==> src/rtl/an_ctl_pkg.sv <==
// constants for the negotiation, crossover and loopback control block
package an_ctl_pkg;
  localparam logic [7:0]  ADDR_BASIC_CONTROL = 8'h00;
  localparam logic [7:0]  ADDR_BASIC_STATUS  = 8'h01;
  localparam logic [7:0]  ADDR_LOCAL_ADVERT  = 8'h04;
  localparam logic [7:0]  ADDR_PARTNER_ABIL  = 8'h05;
  localparam logic [7:0]  ADDR_NEG_EXPANSION = 8'h06;
  localparam logic [7:0]  ADDR_NEXT_PAGE_TX  = 8'h07;
  localparam logic [7:0]  ADDR_PHY_CONTROL   = 8'h10;
  localparam logic [7:0]  ADDR_SELFTEST_LOOP = 8'h16;
  localparam logic [7:0]  ADDR_LOOP_CONFIG   = 8'hFE;
  // basic control fields
  localparam int          BC_LOOP      = 14;
  localparam int          BC_AN_EN     = 12;
  localparam int          BC_RESTART   = 9;
  // basic status
  localparam int          BS_AN_DONE   = 5;
  localparam int          BS_LINK      = 2;
  // advertisement / partner ability
  localparam int          AB_PAUSE     = 10;
  localparam int          AB_ASYM      = 11;
  localparam int          AB_TX_HD     = 7;
  localparam int          AB_10_HD     = 5;
  localparam logic [4:0]  SELECTOR_8023 = 5'h01;
  // expansion
  localparam int          EX_PARTNER_AN = 0;
  localparam int          EX_PD_FAULT   = 4;
  // phy control
  localparam int          PC_AUTO_X    = 6;
  localparam int          PC_FORCE_X   = 5;
  // selftest loop control: loop select in low bits, mii echo to media bit
  localparam int          ST_MII_TX    = 7;
  localparam logic [15:0] RST_BASIC_CONTROL = 16'h1140;
  localparam logic [15:0] RST_LOCAL_ADVERT  = 16'h01E1;
  localparam logic [15:0] RST_PHY_CONTROL   = 16'h0040;
  localparam logic [15:0] RST_LOOP_CONFIG   = 16'hE721;
  localparam logic [15:0] RST_NEXT_PAGE     = 16'h2001;
  // timing
  localparam int          CLK_HZ           = 50_000_000;
  localparam int          BREAK_LINK_MS    = 1500;
  localparam int          BREAK_LINK_CYC   = CLK_HZ / 1000 * BREAK_LINK_MS;
  localparam int          AN_TIMEOUT_MS    = 3000;
  localparam int          AN_TIMEOUT_CYC   = CLK_HZ / 1000 * AN_TIMEOUT_MS;
  localparam int          MDIX_SLOT_MS     = 80;
  localparam int          MDIX_SLOT_CYC    = CLK_HZ / 1000 * MDIX_SLOT_MS;
  // loopback select codes
  typedef enum logic [2:0] {
    LB_NONE    = 3'b000,
    LB_MII     = 3'b001,
    LB_PCS     = 3'b010,
    LB_DIGITAL = 3'b011,
    LB_ANALOG  = 3'b100,
    LB_EXTERN  = 3'b101
  } loop_t;
  typedef enum logic [2:0] {
    AN_IDLE    = 3'b000,
    AN_BREAK   = 3'b001,
    AN_MDIX    = 3'b010,
    AN_ABILITY = 3'b011,
    AN_NEXTPG  = 3'b100,
    AN_GOOD    = 3'b101
  } an_state_t;
  typedef enum logic [1:0] {
    SPD_10   = 2'b00,
    SPD_100  = 2'b01,
    SPD_1000 = 2'b10
  } speed_t;
endpackage : an_ctl_pkg

==> src/rtl/an_ctl.sv <==
// negotiation, crossover and loopback control with management registers

// Overview of operation
// - advertise pause bits 10, 11 of advertisement
// - partner pause bits stored in partner ability
// - next pages sent from next page register
// - parallel detect sets partner bits 5, 7
// - parallel detect loads selector 00001
// - expansion bit0 zero after parallel detect
// - parallel detect fault on non-good link
// - lost negotiated link resumes negotiation
// - writing restart bit restarts negotiation
// - restart silences link until break timer
// - strap-disabled negotiation stays disabled
// - negotiation times out within three seconds
// - crossover resolved before ability exchange
// - auto crossover enable and forced mode
// - crossover independent of negotiation at 10/100
// - mii loop in basic control, others selftest
// - loopback availability per speed and interface
// - mii loop returns data, optional media echo
module an_ctl #(
  parameter int BREAK_CYC = an_ctl_pkg::BREAK_LINK_CYC,
  parameter int TIMEOUT_CYC = an_ctl_pkg::AN_TIMEOUT_CYC,
  parameter int MDIX_CYC = an_ctl_pkg::MDIX_SLOT_CYC
) (
  input  wire logic        sys_clk,
  input  wire logic        nrst,
  input  wire logic        an_disable_strap,
  input  wire logic        serial_mac,
  input  wire logic        reg_wr,
  input  wire logic        reg_rd,
  input  wire logic [7:0]  reg_addr,
  input  wire logic [15:0] reg_wdata,
  output logic      [15:0] reg_rdata,
  input  wire logic        energy_seen,
  input  wire logic        flp_seen,
  input  wire logic [15:0] partner_page,
  input  wire logic        partner_page_valid,
  input  wire logic        partner_np,
  input  wire logic        pd_link_10,
  input  wire logic        pd_link_100,
  input  wire logic        pd_multi,
  input  wire logic        link_good,
  input  wire logic [1:0]  resolved_speed,
  output logic             link_pulses_en,
  output logic             data_tx_en,
  output logic      [15:0] tx_page,
  output logic             tx_page_strobe,
  output logic             mdix_sel,
  output logic      [2:0]  loop_sel,
  output logic             loop_media_echo,
  output logic             loop_link_ok
);
  an_ctl_pkg::an_state_t st_r;
  logic [15:0] ctl_r, adv_r, lpa_r, np_r, phy_r, st_ctl_r, lcfg_r;
  logic        an_done_r, pd_r, pdf_r, partner_an_r, mdix_r, strap_r;
  logic        link_r, lp_np_r, strap_seen_r;
  logic [31:0] tmr_r;
  logic        wr_ctl, restart_req, an_en, pd_hit;
  logic [2:0]  lb_req;

  assign wr_ctl = reg_wr && reg_addr == an_ctl_pkg::ADDR_BASIC_CONTROL;
  assign an_en = ctl_r[an_ctl_pkg::BC_AN_EN] && strap_seen_r && !strap_r;
  assign restart_req = wr_ctl && reg_wdata[an_ctl_pkg::BC_RESTART];
  assign pd_hit = pd_link_10 || pd_link_100;

  // strap caught after reset release
  always_ff @(posedge sys_clk or negedge nrst) begin
    if (!nrst) begin
      strap_seen_r <= 1'b0;
      strap_r <= 1'b0;
    end else if (!strap_seen_r) begin
      strap_seen_r <= 1'b1;
      strap_r <= an_disable_strap;
    end
  end

  // control register; enable bit locked by strap
  always_ff @(posedge sys_clk or negedge nrst) begin
    if (!nrst) begin
      ctl_r <= an_ctl_pkg::RST_BASIC_CONTROL;
    end else if (!strap_seen_r) begin
      ctl_r <= an_ctl_pkg::RST_BASIC_CONTROL;
    end else if (wr_ctl) begin
      ctl_r <= reg_wdata;
      ctl_r[an_ctl_pkg::BC_RESTART] <= 1'b0;
      if (strap_r) begin
        ctl_r[an_ctl_pkg::BC_AN_EN] <= 1'b0;
      end
    end else if (strap_r) begin
      ctl_r[an_ctl_pkg::BC_AN_EN] <= 1'b0;
    end
  end

  // writable registers
  always_ff @(posedge sys_clk or negedge nrst) begin
    if (!nrst) begin
      adv_r <= an_ctl_pkg::RST_LOCAL_ADVERT;
      np_r <= an_ctl_pkg::RST_NEXT_PAGE;
      phy_r <= an_ctl_pkg::RST_PHY_CONTROL;
      st_ctl_r <= 16'h0000;
      lcfg_r <= an_ctl_pkg::RST_LOOP_CONFIG;
    end else if (reg_wr) begin
      case (reg_addr)
        an_ctl_pkg::ADDR_LOCAL_ADVERT: adv_r <= reg_wdata;
        an_ctl_pkg::ADDR_NEXT_PAGE_TX: np_r <= reg_wdata;
        an_ctl_pkg::ADDR_PHY_CONTROL: phy_r <= reg_wdata;
        an_ctl_pkg::ADDR_SELFTEST_LOOP: st_ctl_r <= reg_wdata;
        an_ctl_pkg::ADDR_LOOP_CONFIG: lcfg_r <= reg_wdata;
        default: ;
      endcase
    end
  end

  // negotiation sequencer
  always_ff @(posedge sys_clk or negedge nrst) begin
    if (!nrst) begin
      st_r <= an_ctl_pkg::AN_IDLE;
      tmr_r <= 32'h0000_0000;
      an_done_r <= 1'b0;
      pd_r <= 1'b0;
      partner_an_r <= 1'b0;
      lp_np_r <= 1'b0;
    end else if (!an_en) begin
      st_r <= an_ctl_pkg::AN_IDLE;
      tmr_r <= 32'h0000_0000;
      an_done_r <= 1'b0;
    end else if (restart_req) begin
      st_r <= an_ctl_pkg::AN_BREAK;
      tmr_r <= 32'h0000_0000;
      an_done_r <= 1'b0;
    end else begin
      tmr_r <= tmr_r + 32'h0000_0001;
      case (st_r)
        an_ctl_pkg::AN_IDLE: begin
          st_r <= an_ctl_pkg::AN_MDIX;
          tmr_r <= 32'h0000_0000;
        end
        an_ctl_pkg::AN_BREAK: begin
          if (tmr_r >= 32'(BREAK_CYC - 1)) begin
            st_r <= an_ctl_pkg::AN_MDIX;
            tmr_r <= 32'h0000_0000;
          end
        end
        an_ctl_pkg::AN_MDIX: begin
          if (energy_seen) begin
            st_r <= an_ctl_pkg::AN_ABILITY;
            tmr_r <= 32'h0000_0000;
          end
        end
        an_ctl_pkg::AN_ABILITY: begin
          if (partner_page_valid) begin
            partner_an_r <= 1'b1;
            pd_r <= 1'b0;
            lp_np_r <= partner_np;
            st_r <= (partner_np || adv_r[15]) ? an_ctl_pkg::AN_NEXTPG
                                              : an_ctl_pkg::AN_GOOD;
            an_done_r <= !(partner_np || adv_r[15]);
          end else if (pd_hit && !pd_multi) begin
            partner_an_r <= 1'b0;
            pd_r <= 1'b1;
            st_r <= an_ctl_pkg::AN_GOOD;
            an_done_r <= 1'b1;
          end else if (tmr_r >= 32'(TIMEOUT_CYC - 1)) begin
            st_r <= an_ctl_pkg::AN_BREAK;
            tmr_r <= 32'h0000_0000;
          end
        end
        an_ctl_pkg::AN_NEXTPG: begin
          if (partner_page_valid && !partner_np && !np_r[15]) begin
            st_r <= an_ctl_pkg::AN_GOOD;
            an_done_r <= 1'b1;
          end else if (tmr_r >= 32'(TIMEOUT_CYC - 1)) begin
            st_r <= an_ctl_pkg::AN_BREAK;
            tmr_r <= 32'h0000_0000;
          end
        end
        an_ctl_pkg::AN_GOOD: begin
          if (link_r && !link_good) begin
            st_r <= an_ctl_pkg::AN_MDIX;
            an_done_r <= 1'b0;
            tmr_r <= 32'h0000_0000;
          end
        end
        default: st_r <= an_ctl_pkg::AN_IDLE;
      endcase
    end
  end

  // partner ability capture
  always_ff @(posedge sys_clk or negedge nrst) begin
    if (!nrst) begin
      lpa_r <= 16'h0000;
    end else if (st_r == an_ctl_pkg::AN_ABILITY && partner_page_valid) begin
      lpa_r <= partner_page;
    end else if (st_r == an_ctl_pkg::AN_ABILITY && pd_hit && !pd_multi) begin
      lpa_r <= 16'h0000;
      lpa_r[an_ctl_pkg::AB_TX_HD] <= pd_link_100;
      lpa_r[an_ctl_pkg::AB_10_HD] <= pd_link_10 && !pd_link_100;
      lpa_r[4:0] <= an_ctl_pkg::SELECTOR_8023;
    end
  end

  // link tracking and parallel detect fault, set wins over read clear
  logic rd_exp;
  assign rd_exp = reg_rd && reg_addr == an_ctl_pkg::ADDR_NEG_EXPANSION;
  always_ff @(posedge sys_clk or negedge nrst) begin
    if (!nrst) begin
      link_r <= 1'b0;
      pdf_r <= 1'b0;
    end else begin
      link_r <= link_good && an_done_r;
      if (st_r == an_ctl_pkg::AN_ABILITY && pd_hit && pd_multi) begin
        pdf_r <= 1'b1;
      end else if (st_r == an_ctl_pkg::AN_GOOD && pd_r && !link_good) begin
        pdf_r <= 1'b1;
      end else if (rd_exp) begin
        pdf_r <= 1'b0;
      end
    end
  end

  // crossover: toggles per slot while hunting, holds once energy or link is seen, forced when auto crossover is off
  logic [31:0] mdx_tmr_r;
  always_ff @(posedge sys_clk or negedge nrst) begin
    if (!nrst) begin
      mdix_r <= 1'b0;
      mdx_tmr_r <= 32'h0000_0000;
    end else if (!phy_r[an_ctl_pkg::PC_AUTO_X]) begin
      mdix_r <= phy_r[an_ctl_pkg::PC_FORCE_X];
      mdx_tmr_r <= 32'h0000_0000;
    end else if (!energy_seen && !link_good) begin
      // hunting runs whether negotiation is on or speed is forced
      if (mdx_tmr_r >= 32'(MDIX_CYC - 1)) begin
        mdx_tmr_r <= 32'h0000_0000;
        mdix_r <= !mdix_r;
      end else begin
        mdx_tmr_r <= mdx_tmr_r + 32'h0000_0001;
      end
    end
  end

  // loopback select and availability
  function automatic logic lb_ok(input logic [2:0] m, input logic [1:0] sp,
                                 input logic ser);
    lb_ok = 1'b1;
    if (sp == an_ctl_pkg::SPD_10 && ser) lb_ok = 1'b0;
    if (m == an_ctl_pkg::LB_PCS && sp == an_ctl_pkg::SPD_10) lb_ok = 1'b0;
    if (m == an_ctl_pkg::LB_EXTERN && sp == an_ctl_pkg::SPD_1000) begin
      lb_ok = 1'b0;
    end
  endfunction : lb_ok

  always_comb begin
    lb_req = an_ctl_pkg::LB_NONE;
    if (ctl_r[an_ctl_pkg::BC_LOOP]) begin
      lb_req = an_ctl_pkg::LB_MII;
    end else if (st_ctl_r[2:0] >= 3'h2 && st_ctl_r[2:0] <= 3'h5) begin
      lb_req = st_ctl_r[2:0];
    end
  end

  always_ff @(posedge sys_clk or negedge nrst) begin
    if (!nrst) begin
      loop_sel <= an_ctl_pkg::LB_NONE;
      loop_link_ok <= 1'b0;
      loop_media_echo <= 1'b0;
    end else if (lb_ok(lb_req, resolved_speed, serial_mac)) begin
      loop_sel <= lb_req;
      loop_link_ok <= lb_req != an_ctl_pkg::LB_MII &&
                      !(lb_req == an_ctl_pkg::LB_PCS &&
                        resolved_speed == an_ctl_pkg::SPD_1000);
      loop_media_echo <= lb_req == an_ctl_pkg::LB_MII &&
                         st_ctl_r[an_ctl_pkg::ST_MII_TX];
    end else begin
      loop_sel <= an_ctl_pkg::LB_NONE;
      loop_link_ok <= 1'b0;
      loop_media_echo <= 1'b0;
    end
  end

  // link side outputs
  always_ff @(posedge sys_clk or negedge nrst) begin
    if (!nrst) begin
      link_pulses_en <= 1'b0;
      data_tx_en <= 1'b0;
      tx_page <= 16'h0000;
      tx_page_strobe <= 1'b0;
      mdix_sel <= 1'b0;
    end else begin
      link_pulses_en <= an_en && st_r != an_ctl_pkg::AN_BREAK;
      data_tx_en <= st_r != an_ctl_pkg::AN_BREAK &&
                    (!an_en || st_r == an_ctl_pkg::AN_GOOD);
      tx_page_strobe <= (st_r == an_ctl_pkg::AN_ABILITY ||
                         st_r == an_ctl_pkg::AN_NEXTPG) && flp_seen;
      tx_page <= st_r == an_ctl_pkg::AN_NEXTPG ? np_r : adv_r;
      mdix_sel <= mdix_r;
    end
  end

  // read mux
  always_ff @(posedge sys_clk or negedge nrst) begin
    if (!nrst) begin
      reg_rdata <= 16'h0000;
    end else if (reg_rd) begin
      case (reg_addr)
        an_ctl_pkg::ADDR_BASIC_CONTROL: reg_rdata <= ctl_r;
        an_ctl_pkg::ADDR_BASIC_STATUS: reg_rdata <=
          {10'h3C0, an_done_r, 2'h1, link_r, 2'h1};
        an_ctl_pkg::ADDR_LOCAL_ADVERT: reg_rdata <= adv_r;
        an_ctl_pkg::ADDR_PARTNER_ABIL: reg_rdata <= lpa_r;
        an_ctl_pkg::ADDR_NEG_EXPANSION: reg_rdata <=
          {11'h000, pdf_r, lp_np_r, 1'b1, 1'b0, partner_an_r};
        an_ctl_pkg::ADDR_NEXT_PAGE_TX: reg_rdata <= np_r;
        an_ctl_pkg::ADDR_PHY_CONTROL: reg_rdata <= phy_r;
        an_ctl_pkg::ADDR_SELFTEST_LOOP: reg_rdata <= st_ctl_r;
        an_ctl_pkg::ADDR_LOOP_CONFIG: reg_rdata <= lcfg_r;
        default: reg_rdata <= 16'h0000;
      endcase
    end
  end

  strap_lock_a: assert property (@(posedge sys_clk) disable iff (!nrst)
    strap_r && strap_seen_r |=> !ctl_r[an_ctl_pkg::BC_AN_EN])
    else $error("negotiation enabled despite strap");
  restart_break_a: assert property (@(posedge sys_clk) disable iff (!nrst)
    restart_req && an_en |=> st_r == an_ctl_pkg::AN_BREAK ##1
    !link_pulses_en)
    else $error("restart did not silence link");
  pd_selector_a: assert property (@(posedge sys_clk) disable iff (!nrst)
    $rose(pd_r) |-> lpa_r[4:0] == an_ctl_pkg::SELECTOR_8023)
    else $error("selector not loaded on parallel detect");
  pd_expansion_a: assert property (@(posedge sys_clk) disable iff (!nrst)
    pd_r && an_done_r |-> !partner_an_r)
    else $error("expansion bit0 set after parallel detect");
  link_resume_a: assert property (@(posedge sys_clk) disable iff (!nrst)
    st_r == an_ctl_pkg::AN_GOOD && link_r && !link_good && an_en &&
    !restart_req |=> st_r == an_ctl_pkg::AN_MDIX)
    else $error("lost link did not resume negotiation");
  forced_mdix_a: assert property (@(posedge sys_clk) disable iff (!nrst)
    !phy_r[an_ctl_pkg::PC_AUTO_X] ##1 !phy_r[an_ctl_pkg::PC_AUTO_X] |=>
    mdix_sel == $past(phy_r[an_ctl_pkg::PC_FORCE_X], 2))
    else $error("forced crossover not applied");
  mii_nolink_a: assert property (@(posedge sys_clk) disable iff (!nrst)
    loop_sel == an_ctl_pkg::LB_MII |-> !loop_link_ok)
    else $error("mii loop reports link");
  ext_gig_a: assert property (@(posedge sys_clk) disable iff (!nrst)
    loop_sel == an_ctl_pkg::LB_EXTERN |->
    $past(resolved_speed) != an_ctl_pkg::SPD_1000)
    else $error("external loop at gigabit");
  pdf_set_a: assert property (@(posedge sys_clk) disable iff (!nrst)
    st_r == an_ctl_pkg::AN_ABILITY && pd_hit && pd_multi && an_en &&
    !restart_req |=> pdf_r)
    else $error("parallel detect fault not set");
  cov_pd_c: cover property (@(posedge sys_clk) $rose(pd_r));
  cov_np_c: cover property (@(posedge sys_clk)
    st_r == an_ctl_pkg::AN_NEXTPG ##1 st_r == an_ctl_pkg::AN_GOOD);
  cov_break_c: cover property (@(posedge sys_clk)
    st_r == an_ctl_pkg::AN_BREAK ##1 st_r == an_ctl_pkg::AN_MDIX);
  cov_mii_c: cover property (@(posedge sys_clk) loop_media_echo);
endmodule : an_ctl

==> config.mk <==
export PLATFORM = sky130hd
export DESIGN_NAME = an_ctl
export DESIGN_NICKNAME = d
export VERILOG_FILES = /design/src/rtl/an_ctl_pkg.sv /design/src/rtl/an_ctl.sv
export SDC_FILE = /design/constraint.sdc
export NUM_CORES = 1
export LEC_CHECK = 0
export ABC_AREA = 0
export BUFFER_PORTS_ARGS = -buffer_cell sky130_fd_sc_hd__clkbuf_2
export CORE_ASPECT_RATIO = 1.4
export CORE_MARGIN = 4
export CORE_UTILIZATION = 34
export CTS_BUF_LIST = sky130_fd_sc_hd__clkbuf_8
export CTS_CLUSTER_SIZE = 40
export DETAILED_ROUTE_END_ITERATION = 10
export GPL_TIMING_DRIVEN = 1
export PLACE_DENSITY = 0.59
export SLEW_MARGIN = 20
export SYNTH_ARGS = -nofsm -noshare
export SYNTH_HDL_FRONTEND = slang
export SYNTH_SLANG_ARGS = --single-unit
==> constraint.sdc <==
create_clock -name sys_clk -period 2.05 [get_ports sys_clk]
set_clock_uncertainty 0.05 [all_clocks]
set_input_delay 0.41 -clock sys_clk [delete_from_list [all_inputs] [get_ports sys_clk]]
set_output_delay 0.41 -clock sys_clk [all_outputs]
set_load 0.005 [all_outputs]
# After elaboration in Yosys (flattened, before gate mapping)
# Index checks and enable logic that the tools add are counted.
# classes
n_addsub	2
mul	0
div	0
order_cmp	5
eq_ne	29
shift	0
n_mux	58
bitwise_logic	1
n_reduce_logical	59
# op_table
cell	count
2-to-1 mux 32 bit	12
case mux 32 bit (6 select lines)	1
case mux 16 bit (9 select lines)	1
adder 32 x 1 -> 32 bit, second input constant	2
2-to-1 mux 16 bit	4
2-to-1 mux 3 bit	13
== test 8 x 3 -> 1 bit, second input constant	4
greater-or-equal comparator 32 x 22 -> 1 bit, second input constant	1
greater-or-equal comparator 32 x 27 -> 1 bit, second input constant	1
greater-or-equal comparator 32 x 28 -> 1 bit, second input constant	1
logical AND 1 bit	28
2-to-1 mux 1 bit	24
case mux 3 bit (6 select lines)	1
== test 8 x 5 -> 1 bit, second input constant	2
inequality test 4 bit, second input constant	4
2-to-1 mux 12 bit	1
AND reduction 2 bit	6
AND reduction 4 bit	3
logical NOT 1 bit	11
== test 3 x 2 -> 1 bit, second input constant	3
== test 3 bit, second input constant	3
== test 8 x 1 -> 1 bit, second input constant	1
== test 8 bit, second input constant	1
logical NOT 8 bit	1
other kinds (17)	25
# word_totals
register_bits	229
latch_bits	0
ramBits	0
romBits	0
inputBits	56
output_inout_bits	41
elab_cells	183
memories	0

# Depth between registers and ports, before layout
# logic_depth
word_depth	9
depth_mapped	8
ltp_nobuf	6

# Least setup slack after synthesis
# OpenSTA, ideal clock, no wires.
# synth_timing
kind	input to register
startpoint	input port reg_addr[5]
endpoint	register phy_r[10]
setup_ps	125
t_arrival_ps	1978
t_required_ps	1875
path_slack_ps	-103
path_stages	5
n_path_buf	1
path_cell_list	or4_4 nor4b_4 nand2_4 buf_6 mux2_4
# synth_via
elab_chain_len	2
# synth_rtl
element	line	source
from (decl)	an_ctl.sv:33	input wire logic [7:0] reg_addr,
== test 8 x 5 -> 1 bit	an_ctl.sv:105	case (reg_addr)
AND reduction 2 bit (no source line)	--	
to (signal assigned)	an_ctl.sv:101	phy_r <= an_ctl_pkg::RST_PHY_CONTROL;
to (signal assigned)	an_ctl.sv:108	an_ctl_pkg::ADDR_PHY_CONTROL: phy_r <= reg_wdata;
to (decl)	an_ctl.sv:56	logic [15:0] ctl_r, adv_r, lpa_r, np_r, phy_r, st_ctl_r, lcfg_r;
# No other way between the ends.
# A chain may end at the register's enable or synchronous reset.

# Final worst setup path
# layout_timing
startpoint	register tmr_r[30]
endpoint	register tmr_r[1]
# layout_via
elab_chain_len	7
word_cells_on_any_way	10
cone_classes	order compare: 2; mux: 8
# layout_rtl
element	line	source
from (decl)	an_ctl.sv:59	logic [31:0] tmr_r;
from (signal assigned)	an_ctl.sv:134	tmr_r <= tmr_r + 32'h0000_0001;
greater-or-equal comparator 32 x 28 -> 1 bit	an_ctl.sv:165, an_ctl.sv:174	
2-to-1 mux 32 bit	an_ctl.sv:165, an_ctl.sv:174	
2-to-1 mux 32 bit	an_ctl.sv:160	end else if (pd_hit && !pd_multi) begin
2-to-1 mux 32 bit	an_ctl.sv:153	if (partner_page_valid) begin
case mux 32 bit (6 select lines) *	an_ctl.sv:135	case (st_r)
2-to-1 mux 32 bit *	an_ctl.sv:129	end else if (restart_req) begin
2-to-1 mux 32 bit *	an_ctl.sv:125	end else if (!an_en) begin
# Mark *: on every way between the ends. The rest lies on a longest branch, timed or not.

==> key figures <==
Run status
  – Status: complete, but fails checks
  – Failing checks: negative setup slack

Clock tree
  – Worst-path clk slew: 0.06 ns
  – Total CTS buffers: 40
  – CTS tree: done
  – H-tree levels: 2
  – Worst-skew pair later-pin latency: 0.55 ns
  – Clk buf depth: 3
  – Clock sinks: around 230
  – Root Buffer: clkbuf_8

Die
  – CORE AREA: roughly 32000 um2
  – Die W: around 160 um
  – Number of I/O pins: just under 100
  – Cell Rows: 77
  – Die Y: 219.3 um
  – Die Area: between 30000 and 40000 um2
  – Initial Util: between 30 and 40%

Synthesis
  – Post-Syn Instances: 960
  – Number of synthesized flops with an enable pin: 0
  – Post-synthesis mux area share: approximately 14%
  – Compound-Gate Fraction of Synth Area: under 10%
  – Syn Std Cell Area: around 11000 um2
  – Number of synthesized register bits: about 230
  – Dominant synthesized flop cell: dfrtp_1
  – Mapped Avg Cell Area: roughly 11 um2
  – Post-synthesis xor/xnor area fraction: 4.526%
  – Yosys warning total: 0
  – Adder-Cell Fraction of Synth Area: less than 1%
  – Post-synthesis sequential area ratio: between 50% and 60%
  – Ys async rst share: 100.0%
  – Simple-Gate Fraction of Synth Area: 15.99%
  – Syn nets: between 1000 and 1500
  – Main combinational cell family by area after synthesis: simple AND/OR/NAND/NOR gates
  – Netlist cell types: 71

Global routing
  – Antenna violations before repair: 1
  – Vias in the first global route: roughly 8900
  – First-pass GRT wire length: approximately 49 mm
  – Pin count of the biggest net entering global routing: 52
  – Global route overflow: 0
  – Total track usage: approximately 18%

Worst setup path
  – Top delay family on crit path: simple AND/OR/NAND/NOR gates
  – Worst-path fanout max: 5
  – CP Cell Sequence: or4_4 > nor4_2 > buf_4 > o211a_4 > a2111oi_4 > buf_6 > buf_12 > nor3b_2
  – Critical Path AT: about 2.5 ns
  – CP required: about 2.5 ns
  – CP endpoint kind: flip-flop
  – Worst Setup Start Kind: flip-flop
  – Buffers plus inverters on the worst setup path: 3
  – Slowest stage cell, crit path: or4_4
  – Max stage delay on crit path: 0.54 ns
  – Crit Path Class: reg2reg

Final layout
  – Largest registers: mdx_tmr_r x32, tmr_r x32
  – ANT cells: 0
  – Area of the multi-input gates: 5109 um2
  – FILL cells: around 3000
  – Commonest cells after routing, fill and taps aside: 209 x dfrtp_1, 114 x buf_4, 96 x mux2_2, 95 x clkbuf_2, 83 x nor2_1
  – Final #Nets: about 1200
  – Sequential cell area: about 5700 um2
  – Design Area, Final: approximately 14000 um2
  – Area growth syn-to-layout: 27.22%
  – Final std cells w/o fill: 1605
  – Commonest non-fill, non-tap cell in the layout: dfrtp_1
  – Fraction of layout cells with a size suffix above 1: around two fifths

STA
  – Worst-Margin Slew: 0.6969 ns
  – Fmax: 475.6 MHz
  – Endpoints failing setup: 25
  – Tcrit/Tclk final: 102.6%
  – RSZ-0062 raised after global routing: true
  – Max_slew headroom: 53.37%
  – Endpoints failing hold: 0
  – Final WS setup: -0.05258 ns
  – Max-slew violation count: 0
  – Final critical-path required period: around 2.1 ns

Detailed routing
  – Vias/cell: about 5.2
  – # DRC: 0
  – Drt pass-1 iters: 5
  – WL per Instance: between 15 and 20 um
  – Routed WL: just over 30 mm
  – Vias: between 8000 and 9000
  – Detailed Route Iter0 Violations: approximately 280
  – Post-DRT Antenna Nets: 0

Placed design
  – Placed cell areas: roughly 13000 um2
  – PortBufs: 96
  – Post-DP HPWL: roughly 22 mm
  – Placed cell count: approximately 1500
  – RePlAce Congestion: about 0.9

Flow run
  – Max cap viols: 0

Power
  – Pleak: ~6.2 nW
  – Power Total: about 0.0097 W
  – Maximum vdd drop: 0.0004730 V
  – Pwr per Cell Area: 703.0 nW/um2

Min path
  – Hold Path Class: in2reg
Yosys cell counts, types with 19 or more instances:
master    number  area share (%)
nor2_1        84             2.9
xor2_1        26             2.1
dfrtp_1      209              48
clkbuf_1      31             1.1
dfstp_2       19             4.6
xnor2_1       30             2.4
a21oi_1       23             1.1
mux2_2        97              10
nor3_1        52             2.4
nand2_1       44             1.5
o21ai_0       24             1.1
nand3_1       36             1.7
mux2i_1       27             2.5
layer usage:
layer  share of wire (%)  vias to the layer above  wire length [um]  track usage [%]
met5               0.042                        -                13                0
met4                 2.4                        2               755            5.181
met3                 5.1                       60              1568            3.795
met2                  52                      183             16060            32.09
met1                  41                     4200             12620            20.66
li1                    -                     3956                 -                -
report_power, final:
part           total (W)  switching (W)  internal [W]
Combinational   0.000794       0.000442      0.000353
Sequential       0.00476       0.000102       0.00466
Clock            0.00413        0.00196       0.00218
metrics by stage:
stage | setup WS (ns) | util (%) | hold slack [ns] | TNS [ns]
6_report | -0.05258 | 43.77 | 0.03415 | -0.9432
5_1_grt | -0.1751 | 43.77 | 0.01195 | -4.317
4_1_cts | -0.03075 | 43.09 | 0.001021 | -0.3970
3_5_place_dp | -0.2373 | 40.07 | 0.2945 | -8.182
3_3_place_gp | -0.1801 | 40.07 | 0.2977 | -5.731
2_1_floorplan | -0.1032 | - | 0.06441 | -1.186
cells by family after synthesis:
kind of cell	after synthesis
flip-flops	228
other	1
AO/OA/AOI/OAI	149
buffers and inverters	62
AND/OR/NAND/NOR	327
multiplexers	135
XOR/XNOR	56
adder cells (fa/ha/maj)	2
final cells by class:
| class | instances | share of cell area [%] |
|---|---|---|
| tap | 395 | 3.584 |
| clock inverter | 25 | 0.8530 |
| sequential | 228 | 41.55 |
| multi-input combinational | 670 | 37.05 |
| inverter | 13 | 0.3539 |
| clock buffer | 49 | 4.891 |
| timing repair buffer | 225 | 11.72 |
path summary, 6_finish.rpt:
kind                            slack (ns)  cells past startpoint    endpoint             from
worst max register to register       -0.05                      8    tmr_r[1]        tmr_r[30]
worst min register to register        0.38                      0    mdix_sel           mdix_r
worst min-delay path                  0.03                      2    lpa_r[6]  partner_page[6]
min in group asynchronous             0.32                      2  tx_page[8]             nrst
max in group asynchronous             0.94                      3    np_r[13]             nrst
worst max-delay path                 -0.05                      8    tmr_r[1]        tmr_r[30]
repair_timing:
item                                    4_1_cts  5_1_grt
hold buffers                                  1        0
pin swaps                                    16       13
cloned                                        0        3
hold endpoints to repair                     33        0
resized for setup                            27       23
buffers inserted                              2        6
endpoints found under the setup margin       32       66
Power figures use the tool's default switching activity.
